$ cat config.mk
export PLATFORM = sky130hd
export DESIGN_NAME = ecr_cause_unit
export DESIGN_NICKNAME = d
export VERILOG_FILES = /design/src/pkg/ecr_pkg.sv /design/src/hw/ecr_cause_unit.sv
export SDC_FILE = /design/constraint.sdc
export NUM_CORES = 1
export LEC_CHECK = 0
export BUFFER_PORTS_ARGS = -buffer_cell sky130_fd_sc_hd__buf_4
export CORE_MARGIN = 10
export CORE_UTILIZATION = 43
export CTS_CLUSTER_DIAMETER = 200
export DETAILED_ROUTE_END_ITERATION = 8
export GPL_ROUTABILITY_DRIVEN = 0
export MAX_ROUTING_LAYER = met4
export PLACE_DENSITY = 0.85
export SYNTH_ARGS = -nofsm -noshare
export SYNTH_HDL_FRONTEND = slang
export SYNTH_SLANG_ARGS = --single-unit
$ cat constraint.sdc
create_clock -name clk -period 1.2 [get_ports clk]
set_input_delay 0.24 -clock clk [delete_from_list [all_inputs] [get_ports clk]]
set_output_delay 0.24 -clock clk [all_outputs]
set_load 0.01 [all_outputs]
$ cat src/pkg/ecr_pkg.sv
// Constants and types for the exception cause register block
package ecr_pkg;
	// ----------------------------------------
	// Register map (word aligned byte offsets)
	// ----------------------------------------
	localparam logic [3:0] ECR_OFS_CAUSE = 4'h0;
	localparam logic [3:0] ECR_OFS_STATUS = 4'h4;
	localparam logic [3:0] ECR_OFS_RESUME = 4'h8;
	// ----------------------------------------
	// Cause register fields
	// ----------------------------------------
	localparam int ECR_DS_BIT = 31;
	localparam int ECR_UNIT_LSB = 28;
	localparam int ECR_IP_LSB = 8;
	localparam int ECR_CODE_LSB = 2;
	localparam int ECR_SW_IRQ_W = 2;
	localparam int ECR_HW_IRQ_W = 6;
	localparam int ECR_IP_W = 8;
	// ----------------------------------------
	// Status register fields
	// ----------------------------------------
	localparam int ECR_IE_BIT = 0;
	localparam int ECR_MASK_LSB = 8;
	localparam int ECR_WIDE_BIT = 31;
	// ----------------------------------------
	// Reset values
	// ----------------------------------------
	localparam logic [4:0] ECR_CODE_RST = 5'h00;
	localparam logic [1:0] ECR_UNIT_RST = 2'h0;
	localparam logic [1:0] ECR_SW_IRQ_RST = 2'h0;
	localparam logic [7:0] ECR_MASK_RST = 8'h00;
	localparam logic [31:0] ECR_RESUME_RST = 32'h00000000;
	localparam logic [31:0] ECR_ZERO_WORD = 32'h00000000;
	// ----------------------------------------
	// Exception codes
	// ----------------------------------------
	localparam logic [4:0] ECR_INTERRUPT_CODE = 5'h00;
	localparam logic [4:0] ECR_UNMODIFIED_WRITE_CODE = 5'h01;
	localparam logic [4:0] ECR_MAP_MISS_LOAD_CODE = 5'h02;
	localparam logic [4:0] ECR_MAP_MISS_STORE_CODE = 5'h03;
	localparam logic [4:0] ECR_MISALIGNED_LOAD_CODE = 5'h04;
	localparam logic [4:0] ECR_MISALIGNED_STORE_CODE = 5'h05;
	localparam logic [4:0] ECR_FETCH_BUS_FAULT_CODE = 5'h06;
	localparam logic [4:0] ECR_LOAD_STORE_BUS_FAULT_CODE = 5'h07;
	localparam logic [4:0] ECR_SYSCALL_CODE = 5'h08;
	localparam logic [4:0] ECR_BREAK_CODE = 5'h09;
	localparam logic [4:0] ECR_UNDEFINED_OPCODE_CODE = 5'h0A;
	localparam logic [4:0] ECR_UNIT_UNUSABLE_CODE = 5'h0B;
	localparam logic [4:0] ECR_ARITH_CARRY_FAULT_CODE = 5'h0C;
	localparam logic [4:0] ECR_CONDITIONAL_FAULT_CODE = 5'h0D;
	localparam logic [4:0] ECR_COHERENCY_FETCH_CODE = 5'h0E;
	localparam logic [4:0] ECR_FLOAT_FAULT_CODE = 5'h0F;
	localparam logic [4:0] ECR_WATCH_MATCH_CODE = 5'h17;
	localparam logic [4:0] ECR_COHERENCY_DATA_CODE = 5'h1F;
	localparam logic [4:0] ECR_NARROW_LAST_CODE = 5'h0C;
	// ----------------------------------------
	// Types
	// ----------------------------------------
	typedef enum logic [0:0] {
		ECR_BUS_IDLE = 1'b0,
		ECR_BUS_ANSWER = 1'b1
	} ecr_bus_state_t;

	typedef struct packed {
		logic valid;
		logic [4:0] code;
		logic inDelaySlot;
		logic [1:0] unit;
		logic [31:0] pc;
		logic [31:0] branchPc;
	} ecr_exc_t;
endpackage

$ cat src/hw/ecr_cause_unit.sv
// Exception cause register with Avalon-MM register access
//
// The implementer's own choices: the Avalon-MM slave port and the address map.
`timescale 1ns/1ps

// Behaviour
// - A 32-bit software readable and writable cause register records the latest exception.
// - Delay-slot flag is one when the fault sat in a branch delay slot.
// - Unit number field, bits 29:28, loads on a coprocessor unusable exception.
// - Pending interrupt field at bits 15:8; its two low bits software writable.
// - Upper six pending bits are read only and follow the interrupt requests.
// - Exception code field sits in bits 5 down to 2.
// - Unused cause bits ignore writes and read as zero.
// - Codes 0 to 3: interrupt, unmodified write, miss on load, miss on store.
// - Address error on load or fetch is code 4, on store code 5.
// - Codes 6 to 12 as listed; 13 to 31 reserved in narrow variant.
// - Later variant widens the code field to five bits, layout otherwise unchanged.
// - Later variant adds trap 13, coherency fetch 14, floating point 15.
// - Later variant adds watch match 23 and coherency data 31.
// - Interrupt request when enabled and any pending bit meets its mask bit.
// - In a delay slot the resume address is the preceding branch address.
module ecr_cause_unit
	import ecr_pkg::*;
(
	// Clock and reset
	input wire logic clk,
	input wire logic reset_n,
	// Avalon-MM slave
	input wire logic [3:0] address,
	input wire logic read,
	input wire logic write,
	input wire logic [3:0] byteenable,
	input wire logic [31:0] writedata,
	output logic [31:0] readdata,
	output logic [1:0] response,
	output logic waitrequest,
	// Pipeline exception report
	input wire ecr_exc_t excIn,
	// Interrupt request pins
	input wire logic [5:0] hwIrqPin,
	// Interrupt request to the pipeline
	output logic irqRequest
);
	// ----------------------------------------
	// Decode helpers
	// ----------------------------------------
	function automatic logic [4:0] fitCode(input logic [4:0] code, input logic wide);
		fitCode = wide ? code : {1'b0, code[3:0]};
	endfunction

	function automatic logic isMapped(input logic [3:0] addr);
		isMapped = (addr == ECR_OFS_CAUSE) || (addr == ECR_OFS_STATUS) || (addr == ECR_OFS_RESUME);
	endfunction

	// ----------------------------------------
	// State
	// ----------------------------------------
	ecr_bus_state_t busState_q;
	ecr_bus_state_t busState_d;
	logic [31:0] readdata_q;
	logic [1:0] response_q;
	logic [4:0] code_q;
	logic dsFlag_q;
	logic [1:0] unit_q;
	logic [1:0] swIrq_q;
	logic [7:0] irqMask_q;
	logic intEnable_q;
	logic wideCode_q;
	logic [31:0] resume_q;
	logic [5:0] hwMeta_q;
	logic [5:0] hwSync_q;

	// ----------------------------------------
	// Interrupt pin synchronisers
	// ----------------------------------------
	// Pins are asynchronous to clk; only the second stage feeds logic
	genvar gi;
	generate
		for (gi = 0; gi < ECR_HW_IRQ_W; gi++)
		begin : gSync
			always_ff @(posedge clk or negedge reset_n)
			begin
				if (!reset_n)
				begin
					hwMeta_q[gi] <= 1'b0;
					hwSync_q[gi] <= 1'b0;
				end
				else
				begin
					hwMeta_q[gi] <= hwIrqPin[gi];
					hwSync_q[gi] <= hwMeta_q[gi];
				end
			end
		end
	endgenerate

	// ----------------------------------------
	// Bus decode
	// ----------------------------------------
	wire busReq = read | write;
	wire busDone = (busState_q == ECR_BUS_ANSWER);
	wire wrDone = busDone & write;
	wire wrCause = wrDone & (address == ECR_OFS_CAUSE);
	wire wrStatus = wrDone & (address == ECR_OFS_STATUS);
	wire excTake = excIn.valid;
	wire [4:0] excCodeFit = fitCode(excIn.code, wideCode_q);
	wire excUnusable = (excCodeFit == ECR_UNIT_UNUSABLE_CODE);
	wire [7:0] pendingBits = {hwSync_q, swIrq_q};
	wire [4:0] codeShown = wideCode_q ? code_q : {1'b0, code_q[3:0]};
	wire [31:0] causeWord = {dsFlag_q, 1'b0, unit_q, 12'h000, pendingBits, 1'b0, codeShown, 2'h0};
	wire [31:0] statusWord = {wideCode_q, 15'h0000, irqMask_q, 7'h00, intEnable_q};
	wire [31:0] readSel = (address == ECR_OFS_CAUSE) ? causeWord :
		(address == ECR_OFS_STATUS) ? statusWord :
		(address == ECR_OFS_RESUME) ? resume_q : ECR_ZERO_WORD;

	// Every access costs two cycles; readdata is registered for timing
	assign busState_d = (busReq && !busDone) ? ECR_BUS_ANSWER : ECR_BUS_IDLE;
	assign waitrequest = busReq & ~busDone;
	assign readdata = readdata_q;
	assign response = response_q;
	assign irqRequest = intEnable_q & |(pendingBits & irqMask_q);

	// ----------------------------------------
	// Bus slave
	// ----------------------------------------
	always_ff @(posedge clk or negedge reset_n)
	begin
		if (!reset_n)
		begin
			busState_q <= ECR_BUS_IDLE;
			readdata_q <= ECR_ZERO_WORD;
			response_q <= 2'h0;
		end
		else
		begin
			busState_q <= busState_d;
			readdata_q <= (read && !busDone) ? readSel : ECR_ZERO_WORD;
			response_q <= (busReq && !busDone && !isMapped(address)) ? 2'h2 : 2'h0;
		end
	end

	// ----------------------------------------
	// Software writable fields
	// ----------------------------------------
	always_ff @(posedge clk or negedge reset_n)
	begin
		if (!reset_n)
		begin
			swIrq_q <= ECR_SW_IRQ_RST;
			irqMask_q <= ECR_MASK_RST;
			intEnable_q <= 1'b0;
			wideCode_q <= 1'b0;
		end
		else
		begin
			if (wrCause && byteenable[1])
				swIrq_q <= writedata[ECR_IP_LSB +: ECR_SW_IRQ_W];
			if (wrStatus && byteenable[0])
				intEnable_q <= writedata[ECR_IE_BIT];
			if (wrStatus && byteenable[1])
				irqMask_q <= writedata[ECR_MASK_LSB +: ECR_IP_W];
			if (wrStatus && byteenable[3])
				wideCode_q <= writedata[ECR_WIDE_BIT];
		end
	end

	// ----------------------------------------
	// Exception capture
	// ----------------------------------------
	// Code, flag and resume load on one edge, the unit too on an unusable code, so a read never sees a torn record
	always_ff @(posedge clk or negedge reset_n)
	begin
		if (!reset_n)
		begin
			code_q <= ECR_CODE_RST;
			dsFlag_q <= 1'b0;
			unit_q <= ECR_UNIT_RST;
			resume_q <= ECR_RESUME_RST;
		end
		else if (excTake)
		begin
			code_q <= excCodeFit;
			dsFlag_q <= excIn.inDelaySlot;
			if (excUnusable)
				unit_q <= excIn.unit;
			resume_q <= excIn.inDelaySlot ? excIn.branchPc : excIn.pc;
		end
	end
endmodule

==> results.md <==
- Core Util, Final: 0.672
- CTS tree: built
- Flops & latches, synth: 98
- Fmax: about 640 MHz
- Reg2Reg Depth: 6
- First-pass GRT wire length: about 18 mm
- Pleak: 2.93 nW
- HP Class: in2reg
- Largest net degree at the start of global routing: 65
- Vias per cell: 5.19
- Total I/O pin count: 159
- Initial antenna violation count: 0
- Final setup viols: 45
- Clk_lat worst skew: 0.35 ns
- Pre-antenna DRT Iters: 5
- DP HPWL: slightly above 8 mm
- Max Slew Vio Count: 0
- Fin cells: ~610
- Max VDD drop: ~0.57 mV
- Final worst slack: -0.351 ns
- Avg WL per Cell: roughly 19 um
- R2R Setup Slk: -0.21 ns
- CP Launch Type: flip-flop
- GR Overflow Total: 0
- Crit path required time: 0.96 ns
- Crit. End Element: output port
- Most common cell after layout, fill and taps aside: buf_4
- Most frequent cells in the layout: buf_4, dfrtp_1, mux2i_1, a21oi_1, nor2_1
- Post-Syn Instances: roughly 330
- First DRT Iteration DRCs: approximately 150
- R2r endpoint: readdata[15]$_DFF_PN0_
- Layout Nets: 621
- Die Wd: approximately 120 um
- Full die area: 13400 um2
- Status: complete, but fails checks
- Residual DRC: 0
- Sequential area share after synthesis: 0.620
- Clock buffer depth: 2
- Synth cell types: 31
- Power Density: ~1200 nW/um2
- Area delta synth->final: 50.4%
- Starting density of the core: 0.447
- Root Driver: clkbuf_8
- Routed wire length: 11.7 mm
- Clk pin slew, worst setup/hold paths: 0.08 ns
- End of the critical path: irqRequest
- Dpl cells: 571
- Vias in the first global route: 3536
- Number of synthesized flops with an enable pin: 0
- Layout cell share with drive strength beyond 1: 0.503
- Sink Count: between 90 and 100
- Mapped Nets: 448
- GRT Util Overall: 0.177
- Worst Setup SP: swIrq_q[1]$_DFFE_PN0P_
- Ant diodes: 0
- Violated checks: negative setup slack
- Fin. Hold Viols: 0
- I/O Buffers: 134
- Setup CP Type: reg2out
- Clock H-tree levels: 3
- RSZ-0062 raised after global routing: true
- Average cell area after synthesis: 12.2 um2
- Std-Cell Rows: 34
- Die Y: around 120 um
- Mapped cell area: 3950 um2
- CP Max Fanout: 3
- Final worst path period need: 1.55 ns
- Post-synthesis async set-or-reset flop share: 1.00
- Via count: 3170
- ANT nets after route: 0
- Synth warnings: 0
- Worst EP arrival: 1.31 ns
- Crit share post-route: 1.29
- RR Startpoint: busDone$_DFF_PN0_
- Core Area: 8850 um2
- Ys flop type: dfrtp_1
- CTS buffer count: 9
- Clock skew: about 0.011 ns
- Max_cap viols: 0
[where the power goes]
| part | switching [mW] | internal, mW | total, mW |
|---|---|---|---|
| Clock | 1.08 | 0.810 | 1.89 |
| Combinational | 0.543 | 0.698 | 1.24 |
| Sequential | 0.161 | 3.55 | 3.71 |
[per-stage QoR]
step                setup slack [ns]  setup TNS (ns)  hold slack [ns]  total power, mW  area (um2)
finish                        -0.351           -6.58            0.129             6.84        5950
global route                  -0.398           -9.51            0.110             7.18        5950
CTS                           -0.309           -8.36          0.00136             6.81        5830
detailed placement            -0.413          -13.18            0.276             4.79        5330
global placement              -0.386          -12.50            0.262             4.73        5330
floorplan                     -0.289           -3.99          -0.0556             4.19        4050
[sequential cells by signal (all words and copies together), names as in the netlist, 2 cells and up]
| register | cells |
|---|---|
| hwMeta_q | 6 |
| swIrq_q | 2 |
| causeWord | 6 |
| irqMask_q | 8 |
| code_q | 5 |
| unit_q | 2 |
| resume_q | 32 |
| readdata | 32 |
[cells in the mapped netlist, types with 5 or more instances]
library cell | number | area [um2]
clkbuf_1 | 11 | 41.3
dfrtp_1 | 98 | 2450
and3_1 | 15 | 93.8
nand3_1 | 5 | 25.0
a21oi_1 | 42 | 210
nand2_1 | 12 | 45.0
mux2i_1 | 38 | 380
nor2_1 | 42 | 158
mux2_2 | 17 | 191
o221ai_1 | 9 | 78.8
[layer usage]
| metal | GRT usage | vias up | share of wire | wire, um |
|---|---|---|---|---|
| met2 | 0.303 | 122 | 0.53 | 6140 |
| li1 | - | 1480 | - | - |
| met4 | 0.0742 | 0 | 0.022 | 253 |
| met3 | 0.0351 | 21 | 0.063 | 737 |
| met1 | 0.197 | 1547 | 0.39 | 4560 |
| met5 | - | - | 0 | 0 |
[critical path: stages (launching register included)]
cell     delay (ns)
dfrtp_1        0.43
a22oi_2        0.21
a41oi_2        0.16
buf_4          0.17
[area by class of cell]
class | instances | area, um2
Clock buffer | 12 | 145
Clock inverter | 4 | 27.5
Fill cell | 620 | 2900
Inverter | 3 | 11.3
Multi-Input combinational cell | 203 | 1670
Sequential cell | 98 | 2450
Tap cell | 108 | 135
Timing Repair Buffer | 183 | 1510
[logic make-up (layout without fill, tap and decap cells)]
group	count (synthesis)	after routing	synth area share
AOI/OAI and AO/OA	59	59	0.0880
muxes	57	57	0.150
DFF	98	98	0.620
and+or+nand+nor	85	86	0.111
buffers and inverters	25	202	0.0297
other	1	1	0.000948
[worst min path at each step]
stage	start	end	slack (ns)	cells past startpoint
after floorplan	reset_n	busDone$_DFF_PN0_	-0.06	0
after global placement	reset_n	hwMeta_q[2]$_DFF_PN0_	0.26	2
after detailed placement	reset_n	hwMeta_q[2]$_DFF_PN0_	0.28	2
after CTS	hwIrqPin[3]	hwMeta_q[3]$_DFF_PN0_	0.001	1
after global routing	excIn[65]	unit_q[1]$_DFFE_PN0P_	0.11	2
final	excIn[64]	unit_q[0]$_DFFE_PN0P_	0.13	2
[timing repair]
item,in CTS,in global routing
setup endpoints to repair,44,46
setup buffers,12,4
pin swaps,7,8
resized for setup,33,22
endpoints found under the hold margin,103,1
gates cloned,2,0
hold buffers,6,1
Power figures use the tool's default switching activity.
